### config.mk
export PLATFORM = sky130hd
export DESIGN_NAME = acs_frame_ready
export DESIGN_NICKNAME = d
export VERILOG_FILES = /design/src/design/acs_frame_ready.v /design/src/design/acs_buf2.v
export VERILOG_INCLUDE_DIRS = /design/src /design/src/design
export SDC_FILE = /design/constraint.sdc
export NUM_CORES = 1
export LEC_CHECK = 0
export BUFFER_PORTS_ARGS = -buffer_cell sky130_fd_sc_hd__buf_2
export CORE_UTILIZATION = 53
export DETAILED_ROUTE_END_ITERATION = 16
export PLACE_DENSITY = 0.77
export SYNTH_ARGS = -nofsm -noshare
export SYNTH_HDL_FRONTEND = slang
export SYNTH_HIERARCHICAL = 1
export SYNTH_SLANG_ARGS = --single-unit
### constraint.sdc
create_clock -name clk_in -period 8.8 [get_ports clk_in]
set_input_delay 1.32 -clock clk_in [delete_from_list [all_inputs] [get_ports clk_in]]
set_output_delay 1.32 -clock clk_in [all_outputs]
set_load 0.1 [all_outputs]
### src/design/acs_consts.vh
// Constants and behaviour summary for the converter serial frame block.
// Behaviour
// - With chip select low, shift responses and data out on serial clock rise.
// - Serial output is released (enable low) whenever chip select is high.
// - Data-ready gives one falling edge per output data period.
// - Source 00b follows the most lagging (largest phase) enabled channel.
// - Source 01b asserts data-ready whenever any enabled channel has new data.
// - Source 10b or 11b follows the most leading (smallest phase) channel.
// - In global-chop mode the source select has no effect.
// - First assertion after enable or sync skips a period at or below the boundary.
// - Drive bit 0b drives high push-pull, 1b releases like open drain.
// - Format 0b: low on new data until data read, brief high otherwise.
// - Format 1b: short low pulse, unread result makes next one skipped.
// - Word length is 16, 24 or 32 bits, 24 after reset.
// - Command, response, CRC, register words are 16 bits MSB aligned.
// - Conversion words are zero padded, or sign extended in 32-bit sign mode (11b).
// - First output word carries the response to the previous command.
// - Device sends response, three channel words, then the CRC word.
// - Disabled channels keep their slot and read all zeros.
// - Multi-register reads and writes lengthen the frame with extra words.
// - Short frames only when converters are disabled.
// - Reset command acts only when carried in a full frame.
// - Link runs in SPI mode 1, idle low, change rise, sample fall.
// - Chip select high resets the interface and traffic is ignored.
// - Serial input bits are captured on falling serial clock edges.
`ifndef ACS_CONSTS_VH
`define ACS_CONSTS_VH
// ----------------------------------------------------------------------
// Word length encodings
// ----------------------------------------------------------------------
`define ACS_WL_16      2'h0
`define ACS_WL_24      2'h1
`define ACS_WL_32_ZERO 2'h2
`define ACS_WL_32_SIGN 2'h3
`define ACS_WL_RESET   2'h1
`define ACS_BITS_16    6'h10
`define ACS_BITS_24    6'h18
`define ACS_BITS_32    6'h20
// ----------------------------------------------------------------------
// Ready source encodings
// ----------------------------------------------------------------------
`define ACS_SRC_LAG    2'h0
`define ACS_SRC_ANY    2'h1
// ----------------------------------------------------------------------
// Frame layout, word indices
// ----------------------------------------------------------------------
`define ACS_IDX_RESP   4'h0
`define ACS_IDX_CH_LO  4'h1
`define ACS_IDX_CH_HI  4'h3
`define ACS_IDX_CRC    4'h4
`define ACS_FULL_WORDS 4'h5
`define ACS_IDX_MAX    4'hf
`define ACS_CMD_RESET  16'h0011
`define ACS_PAD16      16'h0000
// ----------------------------------------------------------------------
// Oversampling codes and first-assertion phase boundaries
// ----------------------------------------------------------------------
`define ACS_OSR_128    3'h0
`define ACS_OSR_256    3'h1
`define ACS_OSR_512    3'h2
`define ACS_OSR_1024   3'h3
`define ACS_BND_128    10'h3ed
`define ACS_BND_256    10'h3ad
`define ACS_BND_512    10'h32d
`define ACS_BND_1024   10'h22d
// ----------------------------------------------------------------------
// Timing
// ----------------------------------------------------------------------
`define ACS_CLK_NS     4
`define ACS_PULSE_NS   16
`define ACS_PULSE_CYC  3'h4
`define ACS_PIN_IDLE   3'h2
`endif

### src/design/acs_frame_ready.v
// Serial frame builder and data-ready generator of the converter.
`timescale 1ns/100ps
`include "acs_consts.vh"
module acs_frame_ready #(
  parameter CH = 3,
  parameter DW = 16,
  parameter PW = 10
) (
  // Clock and reset
  input  wire            clk_in,
  input  wire            resetn_in,
  // Serial pins
  input  wire            sclk_in,
  input  wire            cs_n_in,
  input  wire            din_in,
  output wire            dout_out,
  output wire            dout_oe_out,
  // Data-ready pin
  output wire            data_ready_n_out,
  output wire            data_ready_n_oe_out,
  // Configuration
  input  wire [1:0]      word_length_select_in,
  input  wire [1:0]      ready_source_select_in,
  input  wire            ready_drive_select_in,
  input  wire            ready_format_select_in,
  input  wire            global_chop_in,
  input  wire [2:0]      oversampling_ratio_in,
  input  wire [CH-1:0]   channel_enable_in,
  input  wire [CH*PW-1:0] channel_phase_setting_in,
  input  wire            sync_in,
  // Converter side
  input  wire [CH-1:0]   channel_new_in,
  input  wire            conv_valid_in,
  output wire            conv_ready_out,
  input  wire [CH*DW-1:0] conv_data_in,
  // Command side
  input  wire [15:0]     response_in,
  input  wire [15:0]     crc_in,
  input  wire [15:0]     reg_word_in,
  output wire [3:0]      word_index_out,
  output reg  [15:0]     rx_word_out,
  output reg             rx_word_valid_out,
  output reg  [15:0]     cmd_word_out,
  output reg             cmd_valid_out,
  output reg             full_frame_out,
  output reg             reset_cmd_out,
  output reg             data_read_out
);
  // ----------------------------------------------------------------------
  // Reset release and pin sampling
  // ----------------------------------------------------------------------
  localparam [2:0] PIN_IDLE = `ACS_PIN_IDLE;
  reg        rst_s1_r;
  reg        rst_s2_r;
  wire       rst_n = rst_s2_r;
  wire [2:0] pin_raw = {din_in, cs_n_in, sclk_in};
  reg  [2:0] m1_r;
  reg  [2:0] m2_r;
  reg  [2:0] m3_r;
  reg  [2:0] pin_r;

  always @(posedge clk_in or negedge resetn_in) begin
    if (!resetn_in) begin
      rst_s1_r <= 1'b0;
      rst_s2_r <= 1'b0;
    end else begin
      rst_s1_r <= 1'b1;
      rst_s2_r <= rst_s1_r;
    end
  end

  // A pin level counts only once the second and third stages agree.
  genvar g;
  generate
    for (g = 0; g < 3; g = g + 1) begin : g_pin
      always @(posedge clk_in or negedge rst_n) begin
        if (!rst_n) begin
          m1_r[g]  <= PIN_IDLE[g];
          m2_r[g]  <= PIN_IDLE[g];
          m3_r[g]  <= PIN_IDLE[g];
          pin_r[g] <= PIN_IDLE[g];
        end else begin
          m1_r[g] <= pin_raw[g];
          m2_r[g] <= m1_r[g];
          m3_r[g] <= m2_r[g];
          if (m2_r[g] == m3_r[g]) begin
            pin_r[g] <= m3_r[g];
          end
        end
      end
    end
  endgenerate

  wire sclk = pin_r[0];
  wire cs_n = pin_r[1];
  wire din  = pin_r[2];
  reg  sclk_prev_r;
  reg  cs_prev_r;
  wire sclk_rise = sclk & ~sclk_prev_r & ~cs_n;
  wire sclk_fall = ~sclk & sclk_prev_r & ~cs_n;
  wire cs_fall   = ~cs_n & cs_prev_r;
  wire cs_rise   = cs_n & ~cs_prev_r;

  // ----------------------------------------------------------------------
  // Conversion buffer and frame snapshot
  // ----------------------------------------------------------------------
  wire            buf_valid;
  wire [CH*DW-1:0] buf_data;
  reg  [CH*DW-1:0] frame_data_r;
  reg  [CH-1:0]   frame_en_r;

  acs_buf2 #(
    .W (CH*DW)
  ) u_buf (
    .clk_in        (clk_in),
    .rst_n_in      (rst_n),
    .in_valid_in   (conv_valid_in),
    .in_ready_out  (conv_ready_out),
    .in_data_in    (conv_data_in),
    .out_valid_out (buf_valid),
    .out_ready_in  (cs_fall),
    .out_data_out  (buf_data)
  );

  // ----------------------------------------------------------------------
  // Word formatting
  // ----------------------------------------------------------------------
  reg [1:0]  wl_r;
  reg [5:0]  wbits;
  reg [5:0]  bit_cnt_r;
  reg [3:0]  word_idx_r;
  reg [31:0] tx_sh_r;
  reg [31:0] rx_sh_r;
  reg [31:0] word32;
  reg [15:0] chw;
  reg        dout_r;
  reg        dout_oe_r;
  reg [15:0] cmd_r;
  wire [31:0] rx_full = {rx_sh_r[30:0], din};
  wire [31:0] rx_shr  = rx_full >> (wbits - `ACS_BITS_16);
  wire [3:0]  ch_sel  = word_idx_r - `ACS_IDX_CH_LO;

  assign word_index_out = word_idx_r;

  always @* begin
    case (wl_r)
      `ACS_WL_16: wbits = `ACS_BITS_16;
      `ACS_WL_24: wbits = `ACS_BITS_24;
      default:    wbits = `ACS_BITS_32;
    endcase
  end

  always @* begin
    chw = `ACS_PAD16;
    if (ch_sel < CH) begin
      chw = frame_en_r[ch_sel[1:0]] ?
            frame_data_r[ch_sel[1:0]*DW +: DW] : `ACS_PAD16;
    end
    if (word_idx_r == `ACS_IDX_RESP) begin
      word32 = {response_in, `ACS_PAD16};
    end else if (word_idx_r <= `ACS_IDX_CH_HI) begin
      if (wl_r == `ACS_WL_32_SIGN) begin
        word32 = {{16{chw[15]}}, chw};
      end else begin
        word32 = {chw, `ACS_PAD16};
      end
    end else if (word_idx_r == `ACS_IDX_CRC) begin
      word32 = {crc_in, `ACS_PAD16};
    end else begin
      word32 = {reg_word_in, `ACS_PAD16};
    end
  end

  // ----------------------------------------------------------------------
  // Serial shift engine
  // ----------------------------------------------------------------------
  always @(posedge clk_in or negedge rst_n) begin
    if (!rst_n) begin
      sclk_prev_r       <= 1'b0;
      cs_prev_r         <= 1'b1;
      wl_r              <= `ACS_WL_RESET;
      bit_cnt_r         <= 6'h00;
      word_idx_r        <= 4'h0;
      tx_sh_r           <= 32'h0000_0000;
      rx_sh_r           <= 32'h0000_0000;
      dout_r            <= 1'b0;
      dout_oe_r         <= 1'b0;
      cmd_r             <= 16'h0000;
      frame_data_r      <= {CH*DW{1'b0}};
      frame_en_r        <= {CH{1'b0}};
      rx_word_out       <= 16'h0000;
      rx_word_valid_out <= 1'b0;
      cmd_word_out      <= 16'h0000;
      cmd_valid_out     <= 1'b0;
      full_frame_out    <= 1'b0;
      reset_cmd_out     <= 1'b0;
      data_read_out     <= 1'b0;
    end else begin
      sclk_prev_r       <= sclk;
      cs_prev_r         <= cs_n;
      dout_oe_r         <= ~cs_n;
      rx_word_valid_out <= 1'b0;
      cmd_valid_out     <= 1'b0;
      reset_cmd_out     <= 1'b0;
      data_read_out     <= 1'b0;
      if (cs_n) begin
        // Word length changes only take effect between frames.
        wl_r       <= word_length_select_in;
        bit_cnt_r  <= 6'h00;
        word_idx_r <= 4'h0;
      end
      if (cs_fall) begin
        frame_data_r <= buf_valid ? buf_data : {CH*DW{1'b0}};
        frame_en_r   <= buf_valid ? channel_enable_in : {CH{1'b0}};
      end
      if (sclk_rise) begin
        if (bit_cnt_r == 6'h00) begin
          dout_r  <= word32[31];
          tx_sh_r <= {word32[30:0], 1'b0};
        end else begin
          dout_r  <= tx_sh_r[31];
          tx_sh_r <= {tx_sh_r[30:0], 1'b0};
        end
      end
      if (sclk_fall) begin
        rx_sh_r <= rx_full;
        if (bit_cnt_r == wbits - 6'h01) begin
          bit_cnt_r <= 6'h00;
          if (word_idx_r != `ACS_IDX_MAX) begin
            word_idx_r <= word_idx_r + 4'h1;
          end
          if (word_idx_r == `ACS_IDX_RESP) begin
            cmd_r <= rx_shr[15:0];
          end else begin
            rx_word_out       <= rx_shr[15:0];
            rx_word_valid_out <= 1'b1;
          end
          if (word_idx_r == `ACS_IDX_CH_HI) begin
            data_read_out <= 1'b1;
          end
        end else begin
          bit_cnt_r <= bit_cnt_r + 6'h01;
        end
      end
      if (cs_rise && word_idx_r != `ACS_IDX_RESP) begin
        cmd_word_out   <= cmd_r;
        cmd_valid_out  <= 1'b1;
        full_frame_out <= (word_idx_r >= `ACS_FULL_WORDS);
        reset_cmd_out  <= (cmd_r == `ACS_CMD_RESET) &&
                          (word_idx_r >= `ACS_FULL_WORDS);
      end
    end
  end

  assign dout_out    = dout_r;
  assign dout_oe_out = dout_oe_r;

  // ----------------------------------------------------------------------
  // Data-ready source selection
  // ----------------------------------------------------------------------
  reg [1:0]          lag_i;
  reg [1:0]          lead_i;
  reg signed [PW-1:0] ph;
  reg signed [PW-1:0] lag_ph;
  reg signed [PW-1:0] lead_ph;
  reg signed [PW-1:0] ctl_ph;
  reg signed [PW-1:0] bnd;
  reg                ev;
  reg                bnd_ok;
  integer            i;

  always @* begin
    lag_i   = 2'h0;
    lead_i  = 2'h0;
    lag_ph  = {1'b1, {PW-1{1'b0}}};
    lead_ph = {1'b0, {PW-1{1'b1}}};
    ph      = {PW{1'b0}};
    for (i = 0; i < CH; i = i + 1) begin
      ph = channel_phase_setting_in[i*PW +: PW];
      if (channel_enable_in[i] && ph >= lag_ph) begin
        lag_ph = ph;
        lag_i  = i[1:0];
      end
      if (channel_enable_in[i] && ph <= lead_ph) begin
        lead_ph = ph;
        lead_i  = i[1:0];
      end
    end
    bnd_ok = 1'b1;
    case (oversampling_ratio_in)
      `ACS_OSR_128:  bnd = `ACS_BND_128;
      `ACS_OSR_256:  bnd = `ACS_BND_256;
      `ACS_OSR_512:  bnd = `ACS_BND_512;
      `ACS_OSR_1024: bnd = `ACS_BND_1024;
      default: begin
        bnd    = {PW{1'b0}};
        bnd_ok = 1'b0;
      end
    endcase
    if (global_chop_in || ready_source_select_in == `ACS_SRC_ANY) begin
      ev     = |(channel_new_in & channel_enable_in);
      ctl_ph = {PW{1'b0}};
      bnd_ok = 1'b0;
    end else if (ready_source_select_in == `ACS_SRC_LAG) begin
      ev     = channel_new_in[lag_i] & channel_enable_in[lag_i];
      ctl_ph = lag_ph;
    end else begin
      ev     = channel_new_in[lead_i] & channel_enable_in[lead_i];
      ctl_ph = lead_ph;
    end
  end

  // ----------------------------------------------------------------------
  // Data-ready pin
  // ----------------------------------------------------------------------
  reg [CH-1:0] en_prev_r;
  reg          first_r;
  reg          data_ready_n_n_r;
  reg          gap_r;
  reg          unread_r;
  reg [2:0]    pulse_r;
  wire         skip_first = first_r & bnd_ok & (ctl_ph <= bnd);
  wire         ev_ok = ev & ~skip_first;

  always @(posedge clk_in or negedge rst_n) begin
    if (!rst_n) begin
      en_prev_r <= {CH{1'b0}};
      first_r   <= 1'b0;
      data_ready_n_n_r  <= 1'b1;
      gap_r     <= 1'b0;
      unread_r  <= 1'b0;
      pulse_r   <= 3'h0;
    end else begin
      en_prev_r <= channel_enable_in;
      if (ev) begin
        first_r <= 1'b0;
      end
      if (sync_in || |(channel_enable_in & ~en_prev_r)) begin
        first_r <= 1'b1;
      end
      if (ready_format_select_in) begin
        gap_r <= 1'b0;
        if (pulse_r != 3'h0) begin
          pulse_r <= pulse_r - 3'h1;
          if (pulse_r == 3'h1) begin
            data_ready_n_n_r <= 1'b1;
          end
        end
        if (data_read_out) begin
          unread_r <= 1'b0;
        end
        // An unread result drops the next event; the set wins a same-cycle read.
        if (ev_ok) begin
          if (unread_r && !data_read_out) begin
            unread_r <= 1'b0;
          end else begin
            data_ready_n_n_r <= 1'b0;
            pulse_r  <= `ACS_PULSE_CYC;
            unread_r <= 1'b1;
          end
        end
      end else begin
        pulse_r  <= 3'h0;
        unread_r <= 1'b0;
        if (ev_ok) begin
          data_ready_n_n_r <= ~data_ready_n_n_r;
          gap_r    <= ~data_ready_n_n_r;
        end else if (gap_r) begin
          data_ready_n_n_r <= 1'b0;
          gap_r    <= 1'b0;
        end else if (data_read_out) begin
          data_ready_n_n_r <= 1'b1;
        end
      end
    end
  end

  // Open-drain mode never drives high; the board pull-up supplies the level.
  assign data_ready_n_out    = ready_drive_select_in ? 1'b0 : data_ready_n_n_r;
  assign data_ready_n_oe_out = ~ready_drive_select_in | ~data_ready_n_n_r;
endmodule // acs_frame_ready

### src/design/acs_buf2.v
// Two-entry buffer between the converter and the serial frame.
`timescale 1ns/100ps
module acs_buf2 #(
  parameter W = 48
) (
  // Clock and reset
  input  wire         clk_in,
  input  wire         rst_n_in,
  // Filling side
  input  wire         in_valid_in,
  output wire         in_ready_out,
  input  wire [W-1:0] in_data_in,
  // Draining side
  output wire         out_valid_out,
  input  wire         out_ready_in,
  output wire [W-1:0] out_data_out
);
  reg [W-1:0] mem_r [0:1];
  reg         wp_r;
  reg         rp_r;
  reg [1:0]   cnt_r;
  wire        push = in_valid_in & (cnt_r != 2'h2);
  wire        pop  = out_ready_in & (cnt_r != 2'h0);

  assign in_ready_out  = (cnt_r != 2'h2);
  assign out_valid_out = (cnt_r != 2'h0);
  assign out_data_out  = mem_r[rp_r];

  always @(posedge clk_in or negedge rst_n_in) begin
    if (!rst_n_in) begin
      wp_r     <= 1'b0;
      rp_r     <= 1'b0;
      cnt_r    <= 2'h0;
      mem_r[0] <= {W{1'b0}};
      mem_r[1] <= {W{1'b0}};
    end else begin
      if (push) begin
        mem_r[wp_r] <= in_data_in;
        wp_r        <= ~wp_r;
      end
      if (pop) begin
        rp_r <= ~rp_r;
      end
      cnt_r <= cnt_r + {1'b0, push} - {1'b0, pop};
    end
  end
endmodule // acs_buf2

==> impl_metrics.ini <==
[run_status]
status = finished, final reports clean

[routing]
wl_per_cell_um = 19.08
via_count = 11520
ant_nets = 0
drt_iter0_markers = 810
via_per_inst = 5.738
drc = 0
postRouteWirelength_um = 38320
drt_first_pass_iters = 5

[power_and_ir_drop]
p_leak_nw = 8.479
max-vdd-ir-drop_uv = 315.8
power.density_mw_per_mm2 = 282.0

[clock_network]
clock_latency_ps = 510
cts_tree = built
cts_buffers = 35
hold_buffers = 0
cts_sinks = 306
clockBufferDepth = 3
cts.clk_slew.worst_paths_ps = 50
post_cts_buffers = 0
root_buffer = clkbuf_16
htree_levels = 2
cts_resized = 0

[timing]
period_share_pct = 88.54
fin_skew_ps = 22.38
hold_slack_ps = 331.4
relSlewSlack_pct = 23.42
finalHoldViolCount = 0
setup_viol = 0
fmax_mhz = 128.3
worst_pin_slew_ps = 1134
rsz0062_at_grt = false
final-max-slew-violation-count = 0
min_period_ps = 7792
finalSetupTns_ps = 0

[worst_setup_path]
required_ps = 9220
cp-end-kind = register
rr_worst_depth = 13
rrSetupSlack_ps = 3410
r2r_start = word_index_out[0]$_DFF_PN0_
r2r-end = tx_sh_r[19]$_DFFE_PN0P_
critPathKind = input port to register
critPathLaunchType = input port
cp_data_arrival_time_ps = 8210
path_max_fanout = 17

[grt]
antenna_found_initial = 1
grt_pass1_vias = 11540
grt_start_max_net_pins = 201
grt.overflow.total = 0
track_usage_pct = 25.45
grt_pass1_wl_um = 61690

[placement]
port_buffers = 194
post-dp-hpwl_um = 27220
gp_congestion = 0.9354

[cells_and_area]
area_growth_pct = 15.29
nets = 1808
final_layout_size_suffix_gt1_share_pct = 32.20
diodes = 0

[synthesis]
synth-seq-cells = 306
yosysMostFrequentCell = dfrtp_1
synthCells = 1440
synth_flop_cell = dfrtp_1
synth_common_cells = dfrtp_1 (299), mux2_2 (191), nand2_1 (191)
synthTopCellsByArea = dfrtp_1 (48%), mux2_2 (14%), ha_1 (4.7%)
yosys_warnings = 6
syn_nets = 1648
yosysTopAreaCellShare_pct = 47.57
seq_area_frac_synth_pct = 48.74
synth_edf_count = 0
ys_types = 66
netlist_area_mm2 = 0.01573
async_reset_ff_share_pct = 100.0
syn_avg_cell_area_um2 = 10.92
yosys.area.top_type = dfrtp_1

[floorplanning]
num_rows = 62
die_w_um = 174.3
start_util_pct = 54.36
floorplan.io_pins = 195
core_area_mm2 = 0.02894
die_h_um = 174.3
dieArea_mm2 = 0.03037

[job]
drv_cap = 0

[hold_path]
hold_path.class = register to async pin
area by class of cell:
| type | instances | area [um2] |
|---|---|---|
| repair buffers | 208 | 1089 |
| flip-flops and latches | 306 | 7671 |
| multi-input cells | 1018 | 7591 |
| inverters | 31 | 116.4 |
| clock inverters | 14 | 195.2 |
| well taps | 384 | 480.5 |
| fillers | 2288 | 10800 |
| clock buffers | 47 | 992.2 |
through the flow:
stage / instance area, um2 / power (mW) / setup slack, ps / util [%] / cells
2_1_floorplan: 15730 / 3.267 / 1709 / - / 1440
3_3_place_gp: 16950 / 3.575 / 675.4 / 58.57 / 1947
3_5_place_dp: 16950 / 3.646 / 636.9 / 58.57 / 1947
4_1_cts: 18130 / 5.151 / 1117 / 62.67 / 2008
5_1_grt: 18130 / 5.403 / 352.6 / 62.67 / 2008
6_report: 18130 / 5.115 / 1008 / 62.67 / 2008
power by group:
group	internal [mW]	switching, mW	total [mW]
combinational	0.754	0.744	1.50
clock	0.913	0.566	1.48
sequential	1.86	0.279	2.14
total	3.53	1.59	5.11
kinds of logic after synthesis:
group,count (synthesis),synth area share [%]
buffers and inverters,116,3.174
multiplexers,282,20.74
AND/OR/NAND/NOR,361,10.13
flip-flops,306,48.74
XOR/XNOR,7,0.3898
adder cells (fa/ha/maj),62,4.884
AO/OA/AOI/OAI,305,11.92
other,1,0.02384
flip-flops by register name (all words and copies together), names as in the netlist, 2 cells and up:
register	cells
bit_cnt_r	6
cmd_r	16
cmd_word_out	16
en_prev_r	3
frame_data_r	48
frame_en_r	3
m1_r	3
m2_r	3
m3_r	3
pulse_r	3
rx_sh_r	31
rx_word_out	16
tx_sh_r	31
u_buf/cnt_r	2
u_buf/mem_r	96
wl_r	2
word_index_out	4
cells in the final DEF (no fill, tap or decap), types with 5 or more instances in the layout:
cell / Yosys / layout
dfrtp_1: 299 / 297
buf_2: 9 / 194
mux2_2: 191 / 191
nand2_1: 191 / 190
o21ai_0: 110 / 110
nor2_1: 87 / 86
a21oi_1: 83 / 83
ha_1: 59 / 59
mux2i_1: 51 / 51
mux2_4: 40 / 40
clkbuf_16: 0 / 36
inv_1: 31 / 31
a31oi_1: 19 / 19
nand3_1: 17 / 17
a2111oi_0: 15 / 15
a32oi_1: 15 / 15
buf_4: 0 / 13
nor2b_1: 11 / 11
a211oi_1: 11 / 10
a21o_1: 9 / 9
nand4_1: 7 / 7
nor3_1: 8 / 7
dfstp_2: 7 / 7
and2_1: 6 / 6
clkbuf_1: 64 / 6
and3_1: 5 / 5
o2bb2ai_1: 5 / 5
clkbuf_8: 0 / 5
clkinv_2: 0 / 5
routing by layer:
layer  wire, um  part of all wire (%)  global-route usage (%)
met1      17440                    46                   36.03
met2      17920                    47                   40.89
met3       2003                   5.2                   3.521
met4        943                   2.5                   7.273
met5         13                 0.034                       0
how the worst max path moves through the flow:
stage                                   end  cells after the start            startpoint  slack [ps]
2_1_floorplan  data_ready_n_n_r$_DFFE_PN1P_                     28  channel_enable_in[0]        1710
3_3_place_gp   data_ready_n_n_r$_DFFE_PN1P_                     24  channel_enable_in[0]         680
3_5_place_dp   data_ready_n_n_r$_DFFE_PN1P_                     24  channel_enable_in[0]         640
4_1_cts        data_ready_n_n_r$_DFFE_PN1P_                     24  channel_enable_in[0]        1120
5_1_grt        data_ready_n_n_r$_DFFE_PN1P_                     25  channel_enable_in[0]         350
6_report       data_ready_n_n_r$_DFFE_PN1P_                     24  channel_enable_in[0]        1010
critical path, cell delays in order:
cell and delay [ps]:
buf_2 200, inv_1 290, nor2_1 130, ha_1 490, and4_4 300, nand4_4 140, a41oi_1 920, a21oi_1 240
ha_1 360, a21o_1 160, a2111oi_0 620, a211oi_1 260, a21oi_1 560, o2bb2ai_1 170, a211oi_1 290, ha_1 290
nand4_1 130, nor2_1 80, nand3_1 70, o21ai_0 80, a21oi_1 150, a21oi_1 90, or4_4 540, a221o_1 340
Note: power is estimated with default switching activity, not from simulation.
